### src/rtl/rx_los_consts.vh
`ifndef RX_LOS_CONSTS_VH
`define RX_LOS_CONSTS_VH

// Register bus geometry
`define AXI_ADDR_W       8
`define AXI_DATA_W       32

// Register byte offsets
`define ADDR_CTRL        8'h00
`define ADDR_STATUS      8'h04
`define ADDR_CONFIG      8'h08

// Field positions
`define CTRL_FSM_EN_BIT  0
`define CFG_DECAY_LSB    0
`define CFG_THRESH_LSB   8
`define STS_STATE_LSB    0
`define STS_MODE_BIT     2
`define STS_ALIGN_BIT    3
`define STS_COUNT_LSB    16

// Field widths
`define CODE_W           3
`define CNT_W            11

// Reset values (decay code is log2 of the ratio, threshold code is log2 of the threshold minus two)
`define RST_FSM_EN       1'b1
`define RST_DECAY_LOG    3'h2
`define RST_THRESH_LOG   3'h3

// Threshold code 0 means 4, i.e. one shifted left by two
`define THRESH_BASE_LOG  4'h2

// State_unlocked machine states
`define ST_UNLOCKED      2'h0
`define ST_RESYNC        2'h1
`define ST_LOCKED        2'h2

// AXI responses
`define RESP_OKAY        2'h0
`define RESP_SLVERR      2'h2

`endif

### src/rtl/los_error_counter.v
`timescale 1ns/10ps
`include "rx_los_consts.vh"

module los_error_counter (
   input  wire                  clk_in,        // Receive user clock
   input  wire                  resetn_in,     // Synchronous, active low
   input  wire                  clear_in,      // Hold count at zero
   input  wire [1:0]            bad_cnt_in,    // Invalid bytes this cycle
   input  wire [1:0]            good_cnt_in,   // Valid bytes this cycle
   input  wire [`CODE_W-1:0]    decay_log_in,  // log2 of decay ratio
   input  wire [`CODE_W-1:0]    thresh_log_in, // Threshold code
   output wire [`CNT_W-1:0]     count_out,     // Present error count
   output wire                  limit_hit_out  // Count reaches threshold
);

reg  [`CNT_W-1:0] count_reg;
reg  [`CNT_W-1:0] count_next;
wire [`CNT_W-1:0] incr;
wire [`CNT_W-1:0] thresh;
wire [`CNT_W-1:0] sum;
wire [`CNT_W-1:0] drained;
wire [3:0]        thresh_shift;

////////////////////////////////////////////////////////////////////////////
// Each invalid byte weighs the decay ratio, each valid byte drains one
assign incr         = {{(`CNT_W-2){1'b0}}, bad_cnt_in} <<
                      decay_log_in;
assign thresh_shift = {1'b0, thresh_log_in} + `THRESH_BASE_LOG;
assign thresh       = {{(`CNT_W-1){1'b0}}, 1'b1} << thresh_shift;
assign sum          = count_reg + incr;
// Floor at zero so a long clean run cannot bank credit
assign drained      = (sum > {{(`CNT_W-2){1'b0}}, good_cnt_in}) ?
                      sum - {{(`CNT_W-2){1'b0}}, good_cnt_in} :
                      {`CNT_W{1'b0}};
assign limit_hit_out = (drained >= thresh);
assign count_out     = count_reg;

// Saturate at the threshold; the owner clears on leaving lock
always @* begin
   if (clear_in) begin
      count_next = {`CNT_W{1'b0}};
   end else if (limit_hit_out) begin
      count_next = thresh;
   end else begin
      count_next = drained;
   end
end

// Count register
always @(posedge clk_in) begin
   if (!resetn_in) begin
      count_reg <= {`CNT_W{1'b0}};
   end else begin
      count_reg <= count_next;
   end
end

endmodule

### src/rtl/rx_state_unlocked_monitor.v
// Added by the designer: register access over AXI4-Lite and the placing of the registers.
`timescale 1ns/10ps
`include "rx_los_consts.vh"

// Overview of operation
// - Two-bit sync status output, meaning set by the machine enable.
// - Machine mode: bit one high while sync is lost, errors or reset.
// - Machine mode: bit zero high in resync, after bonding or realign.
// - Monitor mode: bit one high on invalid code or disparity error.
// - Monitor mode: bit zero high when bonding sequence is buffered.
// - Enable bit picks machine or monitor mode; machine by default.
// - Decay ratio: valid characters cancelling one invalid; 1 to 128.
// - Threshold over decay gives invalid characters to lose sync.
// - While locked, valid characters drain the error count at decay rate.
// - Locked and unlocked states exist and always show in machine mode.
// - Realign arrives as a one-cycle pulse from the comma aligner.
// - Invalid-code flag is per byte, from the decoder.
module rx_state_unlocked_monitor (
   input  wire                  ref_clk_in,              // 40 MHz clock
   input  wire                  resetn_in,               // Sync, active low
   // AXI4-Lite slave
   input  wire [`AXI_ADDR_W-1:0] s_axi_awaddr_in,        // Write address
   input  wire                  s_axi_awvalid_in,        // Write addr valid
   output wire                  s_axi_awready_out,       // Write addr ready
   input  wire [`AXI_DATA_W-1:0] s_axi_wdata_in,         // Write data
   input  wire [3:0]            s_axi_wstrb_in,          // Byte strobes
   input  wire                  s_axi_wvalid_in,         // Write data valid
   output wire                  s_axi_wready_out,        // Write data ready
   output wire [1:0]            s_axi_bresp_out,         // Write response
   output wire                  s_axi_bvalid_out,        // Response valid
   input  wire                  s_axi_bready_in,         // Response ready
   input  wire [`AXI_ADDR_W-1:0] s_axi_araddr_in,        // Read address
   input  wire                  s_axi_arvalid_in,        // Read addr valid
   output wire                  s_axi_arready_out,       // Read addr ready
   output wire [`AXI_DATA_W-1:0] s_axi_rdata_out,        // Read data
   output wire [1:0]            s_axi_rresp_out,         // Read response
   output wire                  s_axi_rvalid_out,        // Read data valid
   input  wire                  s_axi_rready_in,         // Read data ready
   // Decoded character stream
   input  wire [1:0]            char_valid_in,           // Byte present
   input  wire [1:0]            invalid_code_flag_in,    // Not in code table
   input  wire [1:0]            disparity_error_flag_in, // Disparity error
   input  wire                  realign_pulse_in,        // Comma realigned
   input  wire                  bond_seq_in,             // Bond seq buffered
   input  wire                  byte_aligned_in,         // Comma aligned
   // Status
   output wire [1:0]            sync_status_out          // Sync status
);

////////////////////////////////////////////////////////////////////////////
// Declarations

reg                   awready_reg;
reg                   wready_reg;
reg                   bvalid_reg;
reg  [1:0]            bresp_reg;
reg                   arready_reg;
reg                   rvalid_reg;
reg  [1:0]            rresp_reg;
reg  [`AXI_DATA_W-1:0] rdata_reg;
reg                   aw_have_reg;
reg                   w_have_reg;
reg  [`AXI_ADDR_W-1:0] waddr_reg;
reg  [`AXI_DATA_W-1:0] wdata_reg;
reg  [3:0]            wstrb_reg;

reg                   sync_fsm_enable_reg;
reg  [`CODE_W-1:0]    error_decay_ratio_reg;
reg  [`CODE_W-1:0]    error_threshold_reg;

reg  [1:0]            state_reg;
reg  [1:0]            state_next;
reg  [1:0]            sync_status_reg;
reg  [1:0]            sync_status_next;

wire [1:0]            byte_bad;
wire [1:0]            byte_good;
wire [1:0]            bad_cnt;
wire [1:0]            good_cnt;
wire                  bad_any;
wire                  good_any;
wire [`CNT_W-1:0]     err_count;
wire                  limit_hit;
wire                  count_clear;
wire                  do_write;
wire [`AXI_DATA_W-1:0] status_word;
wire [`AXI_DATA_W-1:0] config_word;
wire [`AXI_DATA_W-1:0] ctrl_word;

////////////////////////////////////////////////////////////////////////////
// Address decode, shared by the write and the read path

function addr_known;
   input [`AXI_ADDR_W-1:0] addr;
   begin
      addr_known = (addr == `ADDR_CTRL) || (addr == `ADDR_STATUS) ||
                   (addr == `ADDR_CONFIG);
   end
endfunction

////////////////////////////////////////////////////////////////////////////
// Per-byte character classification

genvar gi;
generate
   for (gi = 0; gi < 2; gi = gi + 1) begin : g_byte
      // Disparity errors are treated as invalid characters too
      assign byte_bad[gi]  = char_valid_in[gi] &
                             (invalid_code_flag_in[gi] |
                              disparity_error_flag_in[gi]);
      assign byte_good[gi] = char_valid_in[gi] & ~byte_bad[gi];
   end
endgenerate

// Number of bad and good bytes in this word
assign bad_cnt  = {byte_bad[1] & byte_bad[0], byte_bad[1] ^ byte_bad[0]};
assign good_cnt = {byte_good[1] & byte_good[0],
                   byte_good[1] ^ byte_good[0]};
assign bad_any  = |byte_bad;
assign good_any = |byte_good;

////////////////////////////////////////////////////////////////////////////
// Error accumulator, only counts while locked

assign count_clear = (state_reg != `ST_LOCKED);

los_error_counter u_err_cnt (
   .clk_in        (ref_clk_in),
   .resetn_in     (resetn_in),
   .clear_in      (count_clear),
   .bad_cnt_in    (bad_cnt),
   .good_cnt_in   (good_cnt),
   .decay_log_in  (error_decay_ratio_reg),
   .thresh_log_in (error_threshold_reg),
   .count_out     (err_count),
   .limit_hit_out (limit_hit)
);

////////////////////////////////////////////////////////////////////////////
// State_unlocked state machine

// The machine runs in both modes so a switch back shows live state
always @* begin
   state_next = state_reg;
   case (state_reg)
      `ST_UNLOCKED: begin
         // Leave only on a clean aligned word
         if (byte_aligned_in && good_any && !bad_any) begin
            state_next = `ST_RESYNC;
         end
      end
      `ST_RESYNC: begin
         if (bad_any || !byte_aligned_in) begin
            state_next = `ST_UNLOCKED;
         end else if (good_any && !realign_pulse_in && !bond_seq_in) begin
            state_next = `ST_LOCKED;
         end
      end
      `ST_LOCKED: begin
         // Errors win over a coincident realign
         if (limit_hit) begin
            state_next = `ST_UNLOCKED;
         end else if (realign_pulse_in || bond_seq_in) begin
            state_next = `ST_RESYNC;
         end
      end
      default: begin
         state_next = `ST_UNLOCKED;
      end
   endcase
end

// State register
always @(posedge ref_clk_in) begin
   if (!resetn_in) begin
      state_reg <= `ST_UNLOCKED;
   end else begin
      state_reg <= state_next;
   end
end

////////////////////////////////////////////////////////////////////////////
// Status output, one register stage after the cause

always @* begin
   if (sync_fsm_enable_reg) begin
      // Machine mode mirrors the state being entered
      sync_status_next[1] = (state_next == `ST_UNLOCKED);
      sync_status_next[0] = (state_next == `ST_RESYNC);
   end else begin
      // Monitor mode flags the present word only
      sync_status_next[1] = bad_any;
      sync_status_next[0] = bond_seq_in;
   end
end

// Reset shows lost sync, matching the reset state
always @(posedge ref_clk_in) begin
   if (!resetn_in) begin
      sync_status_reg <= 2'h2;
   end else begin
      sync_status_reg <= sync_status_next;
   end
end

assign sync_status_out = sync_status_reg;

////////////////////////////////////////////////////////////////////////////
// AXI4-Lite write channel

// Address and data may come in either order; write when both are held
assign do_write = aw_have_reg && w_have_reg && !bvalid_reg;

always @(posedge ref_clk_in) begin
   if (!resetn_in) begin
      awready_reg <= 1'b1;
      wready_reg  <= 1'b1;
      aw_have_reg <= 1'b0;
      w_have_reg  <= 1'b0;
      bvalid_reg  <= 1'b0;
      bresp_reg   <= `RESP_OKAY;
      waddr_reg   <= {`AXI_ADDR_W{1'b0}};
      wdata_reg   <= {`AXI_DATA_W{1'b0}};
      wstrb_reg   <= 4'h0;
   end else begin
      if (s_axi_awvalid_in && awready_reg) begin
         awready_reg <= 1'b0;
         aw_have_reg <= 1'b1;
         waddr_reg   <= s_axi_awaddr_in;
      end
      if (s_axi_wvalid_in && wready_reg) begin
         wready_reg <= 1'b0;
         w_have_reg <= 1'b1;
         wdata_reg  <= s_axi_wdata_in;
         wstrb_reg  <= s_axi_wstrb_in;
      end
      if (do_write) begin
         aw_have_reg <= 1'b0;
         w_have_reg  <= 1'b0;
         bvalid_reg  <= 1'b1;
         bresp_reg   <= addr_known(waddr_reg) ? `RESP_OKAY : `RESP_SLVERR;
      end
      // Ready returns only after the response, one write at a time
      if (bvalid_reg && s_axi_bready_in) begin
         bvalid_reg  <= 1'b0;
         awready_reg <= 1'b1;
         wready_reg  <= 1'b1;
      end
   end
end

// Writable settings; status is read-only and ignores writes
always @(posedge ref_clk_in) begin
   if (!resetn_in) begin
      sync_fsm_enable_reg   <= `RST_FSM_EN;
      error_decay_ratio_reg <= `RST_DECAY_LOG;
      error_threshold_reg   <= `RST_THRESH_LOG;
   end else if (do_write) begin
      if (waddr_reg == `ADDR_CTRL && wstrb_reg[0]) begin
         sync_fsm_enable_reg <= wdata_reg[`CTRL_FSM_EN_BIT];
      end
      if (waddr_reg == `ADDR_CONFIG && wstrb_reg[0]) begin
         error_decay_ratio_reg <=
            wdata_reg[`CFG_DECAY_LSB +: `CODE_W];
      end
      if (waddr_reg == `ADDR_CONFIG && wstrb_reg[1]) begin
         error_threshold_reg <=
            wdata_reg[`CFG_THRESH_LSB +: `CODE_W];
      end
   end
end

////////////////////////////////////////////////////////////////////////////
// AXI4-Lite read channel

assign ctrl_word   = {{(`AXI_DATA_W-1){1'b0}}, sync_fsm_enable_reg};
assign config_word = {{(`AXI_DATA_W-11){1'b0}}, error_threshold_reg,
                      5'h00, error_decay_ratio_reg};
assign status_word = {{(`AXI_DATA_W-`STS_COUNT_LSB-`CNT_W){1'b0}},
                      err_count, 12'h000, byte_aligned_in,
                      sync_fsm_enable_reg, state_reg};

// Unmapped reads return zero with a slave error
always @(posedge ref_clk_in) begin
   if (!resetn_in) begin
      arready_reg <= 1'b1;
      rvalid_reg  <= 1'b0;
      rresp_reg   <= `RESP_OKAY;
      rdata_reg   <= {`AXI_DATA_W{1'b0}};
   end else begin
      if (s_axi_arvalid_in && arready_reg) begin
         arready_reg <= 1'b0;
         rvalid_reg  <= 1'b1;
         rresp_reg   <= addr_known(s_axi_araddr_in) ? `RESP_OKAY :
                        `RESP_SLVERR;
         case (s_axi_araddr_in)
            `ADDR_CTRL:   rdata_reg <= ctrl_word;
            `ADDR_STATUS: rdata_reg <= status_word;
            `ADDR_CONFIG: rdata_reg <= config_word;
            default:      rdata_reg <= {`AXI_DATA_W{1'b0}};
         endcase
      end
      if (rvalid_reg && s_axi_rready_in) begin
         rvalid_reg  <= 1'b0;
         arready_reg <= 1'b1;
      end
   end
end

// Bus outputs straight from their registers
assign s_axi_awready_out = awready_reg;
assign s_axi_wready_out  = wready_reg;
assign s_axi_bvalid_out  = bvalid_reg;
assign s_axi_bresp_out   = bresp_reg;
assign s_axi_arready_out = arready_reg;
assign s_axi_rvalid_out  = rvalid_reg;
assign s_axi_rresp_out   = rresp_reg;
assign s_axi_rdata_out   = rdata_reg;

endmodule

### config.mk
export PLATFORM = sky130hd
export DESIGN_NAME = rx_state_unlocked_monitor
export DESIGN_NICKNAME = d
export VERILOG_FILES = /design/src/rtl/los_error_counter.v /design/src/rtl/rx_state_unlocked_monitor.v
export VERILOG_INCLUDE_DIRS = /design/src /design/src/rtl
export SDC_FILE = /design/constraint.sdc
export NUM_CORES = 1
export LEC_CHECK = 0
export BUFFER_PORTS_ARGS = -buffer_cell sky130_fd_sc_hd__buf_4
export CAP_MARGIN = 20
export CORE_UTILIZATION = 46
export CTS_CLUSTER_SIZE = 24
export DETAILED_ROUTE_END_ITERATION = 16
export GPL_TIMING_DRIVEN = 0
export PLACE_DENSITY = 0.73
export SYNTH_ARGS = -nofsm -noshare
export SYNTH_HDL_FRONTEND = slang
export SYNTH_SLANG_ARGS = --single-unit
### constraint.sdc
create_clock -name ref_clk_in -period 7.2 [get_ports ref_clk_in]
set_input_delay 0.72 -clock ref_clk_in [delete_from_list [all_inputs] [get_ports ref_clk_in]]
set_output_delay 0.72 -clock ref_clk_in [all_outputs]
set_load 0.03 [all_outputs]
==> impl_metrics.env <==
export IMPL_drv_slew=0
export IMPL_clockPowerShare=0.399
export IMPL_p_sw_frac=0.281
export IMPL_syn2layout_area_growth_pct=21.8
export IMPL_endpoint="u_err_cnt.count_out[6]$_SDFF_PP0_"
export IMPL_path_max_fanout=9
export IMPL_routed_via_count=3706
export IMPL_cap_viol_max_count=0
export IMPL_core_area_um2=8380
export IMPL_ctsResizeCount=0
export IMPL_ys_types=61
export IMPL_fin_crit_ps=6050
export IMPL_ff2ff_setup_slack_ps=1810
export IMPL_worstHoldStart="waddr_reg[6]$_SDFFE_PN0P_"
export IMPL_cellPowerDensity_nw_per_um2=170
export IMPL_worst_slew_pin_slew_ps=631
export IMPL_path_delay_family="compound AO/OA/AOI/OAI gates"
export IMPL_setup_viol=0
export IMPL_dp_worst_setup_slack_ps=957
export IMPL_hold_viol=0
export IMPL_placed_area_um2=4750
export IMPL_crit_required_ps=7450
export IMPL_hold_path_class="reg2reg"
export IMPL_finalClockSkew_ps=10.2
export IMPL_synth_edf_count=0
export IMPL_crit_cells=23
export IMPL_ys_flop_type="dfxtp_1"
export IMPL_p_leak_nw=2.14
export IMPL_multi_input_area_um2=2570
export IMPL_pwr_share_seq=0.443
export IMPL_ys_warnings_count=0
export IMPL_crit_path_start_kind="input port"
export IMPL_rows=33
export IMPL_ys_ff_latch=65
export IMPL_clock_sinks=65
export IMPL_path_clk_slew_ps=70
export IMPL_cts_buffer_depth=2
export IMPL_slowest_delay_ps=580
export IMPL_startpoint="disparity_error_flag_in[0]"
export IMPL_vdd_ir_drop_max_mv=0.134
export IMPL_async_reset_ff_frac=0
export IMPL_diodes=0
export IMPL_dp_hpwl_um=7940
export IMPL_cp_end_kind="flop"
export IMPL_holdBufCountCts=0
export IMPL_cts_buffers=9
export IMPL_intPower_mw=0.606
export IMPL_post_cts_buffers=0
export IMPL_cp_slowest_cell="a221oi_1"
export IMPL_yosysSeqAreaShare=0.319
export IMPL_grt_total_usage=0.237
export IMPL_timing_critical_path_buf_inv=3
export IMPL_fin_tns_setup_ps=0
export IMPL_switching_power_mw=0.237
export IMPL_start_util=0.486
export IMPL_die_w_um=96.1
export IMPL_gp_congestion=0.883
export IMPL_relSlewSlack=0.579
export IMPL_grt_max_degree=13
export IMPL_setup_slack_ps=1150
export IMPL_layout_drive_gt1_share=0.209
export IMPL_r2r_cells=19
export IMPL_dieArea_um2=9240
export IMPL_largest_reg_flops=18
export IMPL_grt_pass1_wl_um=16600
export IMPL_worstPathArrival_ps=6300
export IMPL_htreeDepth=3
export IMPL_r2r_end="u_err_cnt.count_out[6]$_SDFF_PP0_"
export IMPL_power_frac_comb=0.158
export IMPL_cts_tree="yes"
export IMPL_drt_wl_total_um=10100
export IMPL_avgRoutedWirePerCell_um=14.7
export IMPL_crit_type="in2reg"
export IMPL_portBuffers=65
export IMPL_syn_avg_cell_area_um2=8.42
export IMPL_overflow=0
export IMPL_drt_iter0_drc=127
export IMPL_first_pass_iters=4
export IMPL_fin_area_um2=4960
export IMPL_fin_nets=672
export IMPL_fmax_ghz=0.165
export IMPL_clk_latency_ps=360
export IMPL_viasPerCell=5.41
export IMPL_postRouteAntennaNets=0
export IMPL_path_cells="buf_4 > o21ai_0 > inv_1 > ha_1 > mux2i_1 > or3_1 > inv_1 > ha_1 > a21oi_1 > o211ai_1 > a311oi_2 > o22ai_1 > or3_4 > nor2_4 > or2_1 > ha_1 > nand2b_1 > a211oi_1 > o31ai_1 > a221oi_1 > nor2b_1 > o21ai_4 > o22ai_1"
export IMPL_grt_pass1_vias=3547
export IMPL_fill_cells=758
export IMPL_remaining_drc_errors=0
export IMPL_rsz0062_at_grt="false"
export IMPL_regArea_um2=1300
export IMPL_outcome="complete, no violations"
export IMPL_cts_root_buf="clkbuf_8"
export IMPL_io_pins=111
export IMPL_grt_antenna_before_repair=0
export IMPL_period_share=0.840
export IMPL_cp_common_cell="ha_1"
export IMPL_syn_inst=484
export IMPL_r2r_start="error_decay_ratio_reg[0]$_SDFFE_PN0P_"
export IMPL_die_height_um=96.1
export IMPL_syn_area_um2=4070
## worst min-delay path, delay by kind of cell, from the launching register on
kind / cells / cell delay, ps
AO/OA/AOI/OAI: 1 / 60
flip-flops: 1 / 310
AND/OR/NAND/NOR: 1 / 50
## power groups by stage
stage	Clock, mW	Sequential [mW]	Combinational (mW)
3_5_place_dp	0	0.382	0.132
2_1_floorplan	0	0.387	0.0870
4_1_cts	0.345	0.374	0.133
5_1_grt	0.362	0.375	0.148
6_report	0.337	0.374	0.133
3_3_place_gp	0	0.382	0.129
## final cells by class
cell class,instances,share of cell area
Clock buffer,11,0.0305
Sequential cell,65,0.262
Timing Repair Buffer,65,0.0984
Clock inverter,5,0.0121
Inverter,15,0.0113
Buffer,34,0.0401
Multi-Input combinational cell,385,0.519
Tap cell,105,0.0265
## cell usage after synthesis (4+ instances only)
| cell | number | area (um^2) |
|---|---|---|
| a22oi_1 | 17 | 128 |
| a21boi_0 | 20 | 150 |
| xnor2_1 | 6 | 52.6 |
| nor3_1 | 9 | 45.0 |
| nor2_1 | 37 | 139 |
| mux2i_1 | 12 | 120 |
| inv_1 | 15 | 56.3 |
| o21ai_0 | 9 | 45.0 |
| buf_4 | 17 | 128 |
| clkbuf_1 | 16 | 60.1 |
| and2_1 | 7 | 43.8 |
| nand2b_1 | 12 | 75.1 |
| dfxtp_1 | 65 | 1300 |
| a31oi_1 | 4 | 25.0 |
| a21o_1 | 7 | 52.6 |
| a21oi_1 | 19 | 95.1 |
| nand2_1 | 54 | 203 |
| nand3_1 | 25 | 125 |
| nor2b_1 | 31 | 194 |
| o22ai_1 | 14 | 87.6 |
| ha_1 | 27 | 338 |
## worst min path at each step
stage / to / depth (start not counted)
after global placement: wdata_reg[2]$_SDFFE_PN0P_ / 2
after CTS: waddr_reg[1]$_SDFFE_PN0P_ / 2
final: waddr_reg[6]$_SDFFE_PN0P_ / 2
after detailed placement: waddr_reg[1]$_SDFFE_PN0P_ / 2
after global routing: waddr_reg[7]$_SDFFE_PN0P_ / 2
after floorplan: aw_have_reg$_SDFFE_PP0P_ / 2
## through the flow
stage | utilization | total power, mW | hold WS [ps] | instances
floorplan | - | 0.474 | 437 | 499
global placement | 0.567 | 0.511 | 453 | 669
detailed placement | 0.567 | 0.514 | 458 | 669
CTS | 0.592 | 0.852 | 469 | 685
global route | 0.592 | 0.885 | 493 | 685
finish | 0.592 | 0.844 | 467 | 685
## placed cells by master (no fill, tap or decap), types with 6 or more instances in the layout
cell,instances
a21boi_0,20
a21o_1,7
a21oi_1,19
a22oi_1,17
and2_1,7
buf_4,82
clkbuf_1,16
clkbuf_8,11
conb_1,16
dfxtp_1,65
ha_1,27
inv_1,15
mux2i_1,12
nand2_1,54
nand2b_1,12
nand3_1,25
nor2_1,37
nor2b_1,31
nor3_1,9
o21ai_0,9
o22ai_1,14
xnor2_1,6
## routing by layer
layer  part of all wire  up-vias  GRT usage
li1                   -     1874          -
met1               0.45     1706      0.289
met2               0.48      109      0.408
met3              0.051       17     0.0585
met4              0.019        0     0.0709
met5                  0        -          0
## cell families after synthesis
kind of cell,Yosys count,share of synthesized area
other,1,0.000920
AND/OR/NAND/NOR,197,0.249
buffers and inverters,49,0.0627
multiplexers,13,0.0322
XOR/XNOR,9,0.0193
AO/OA/AOI/OAI,121,0.224
flip-flops,65,0.319
adder cells (fa/ha/maj),29,0.0928
Note: power is estimated with default switching activity, not from simulation.
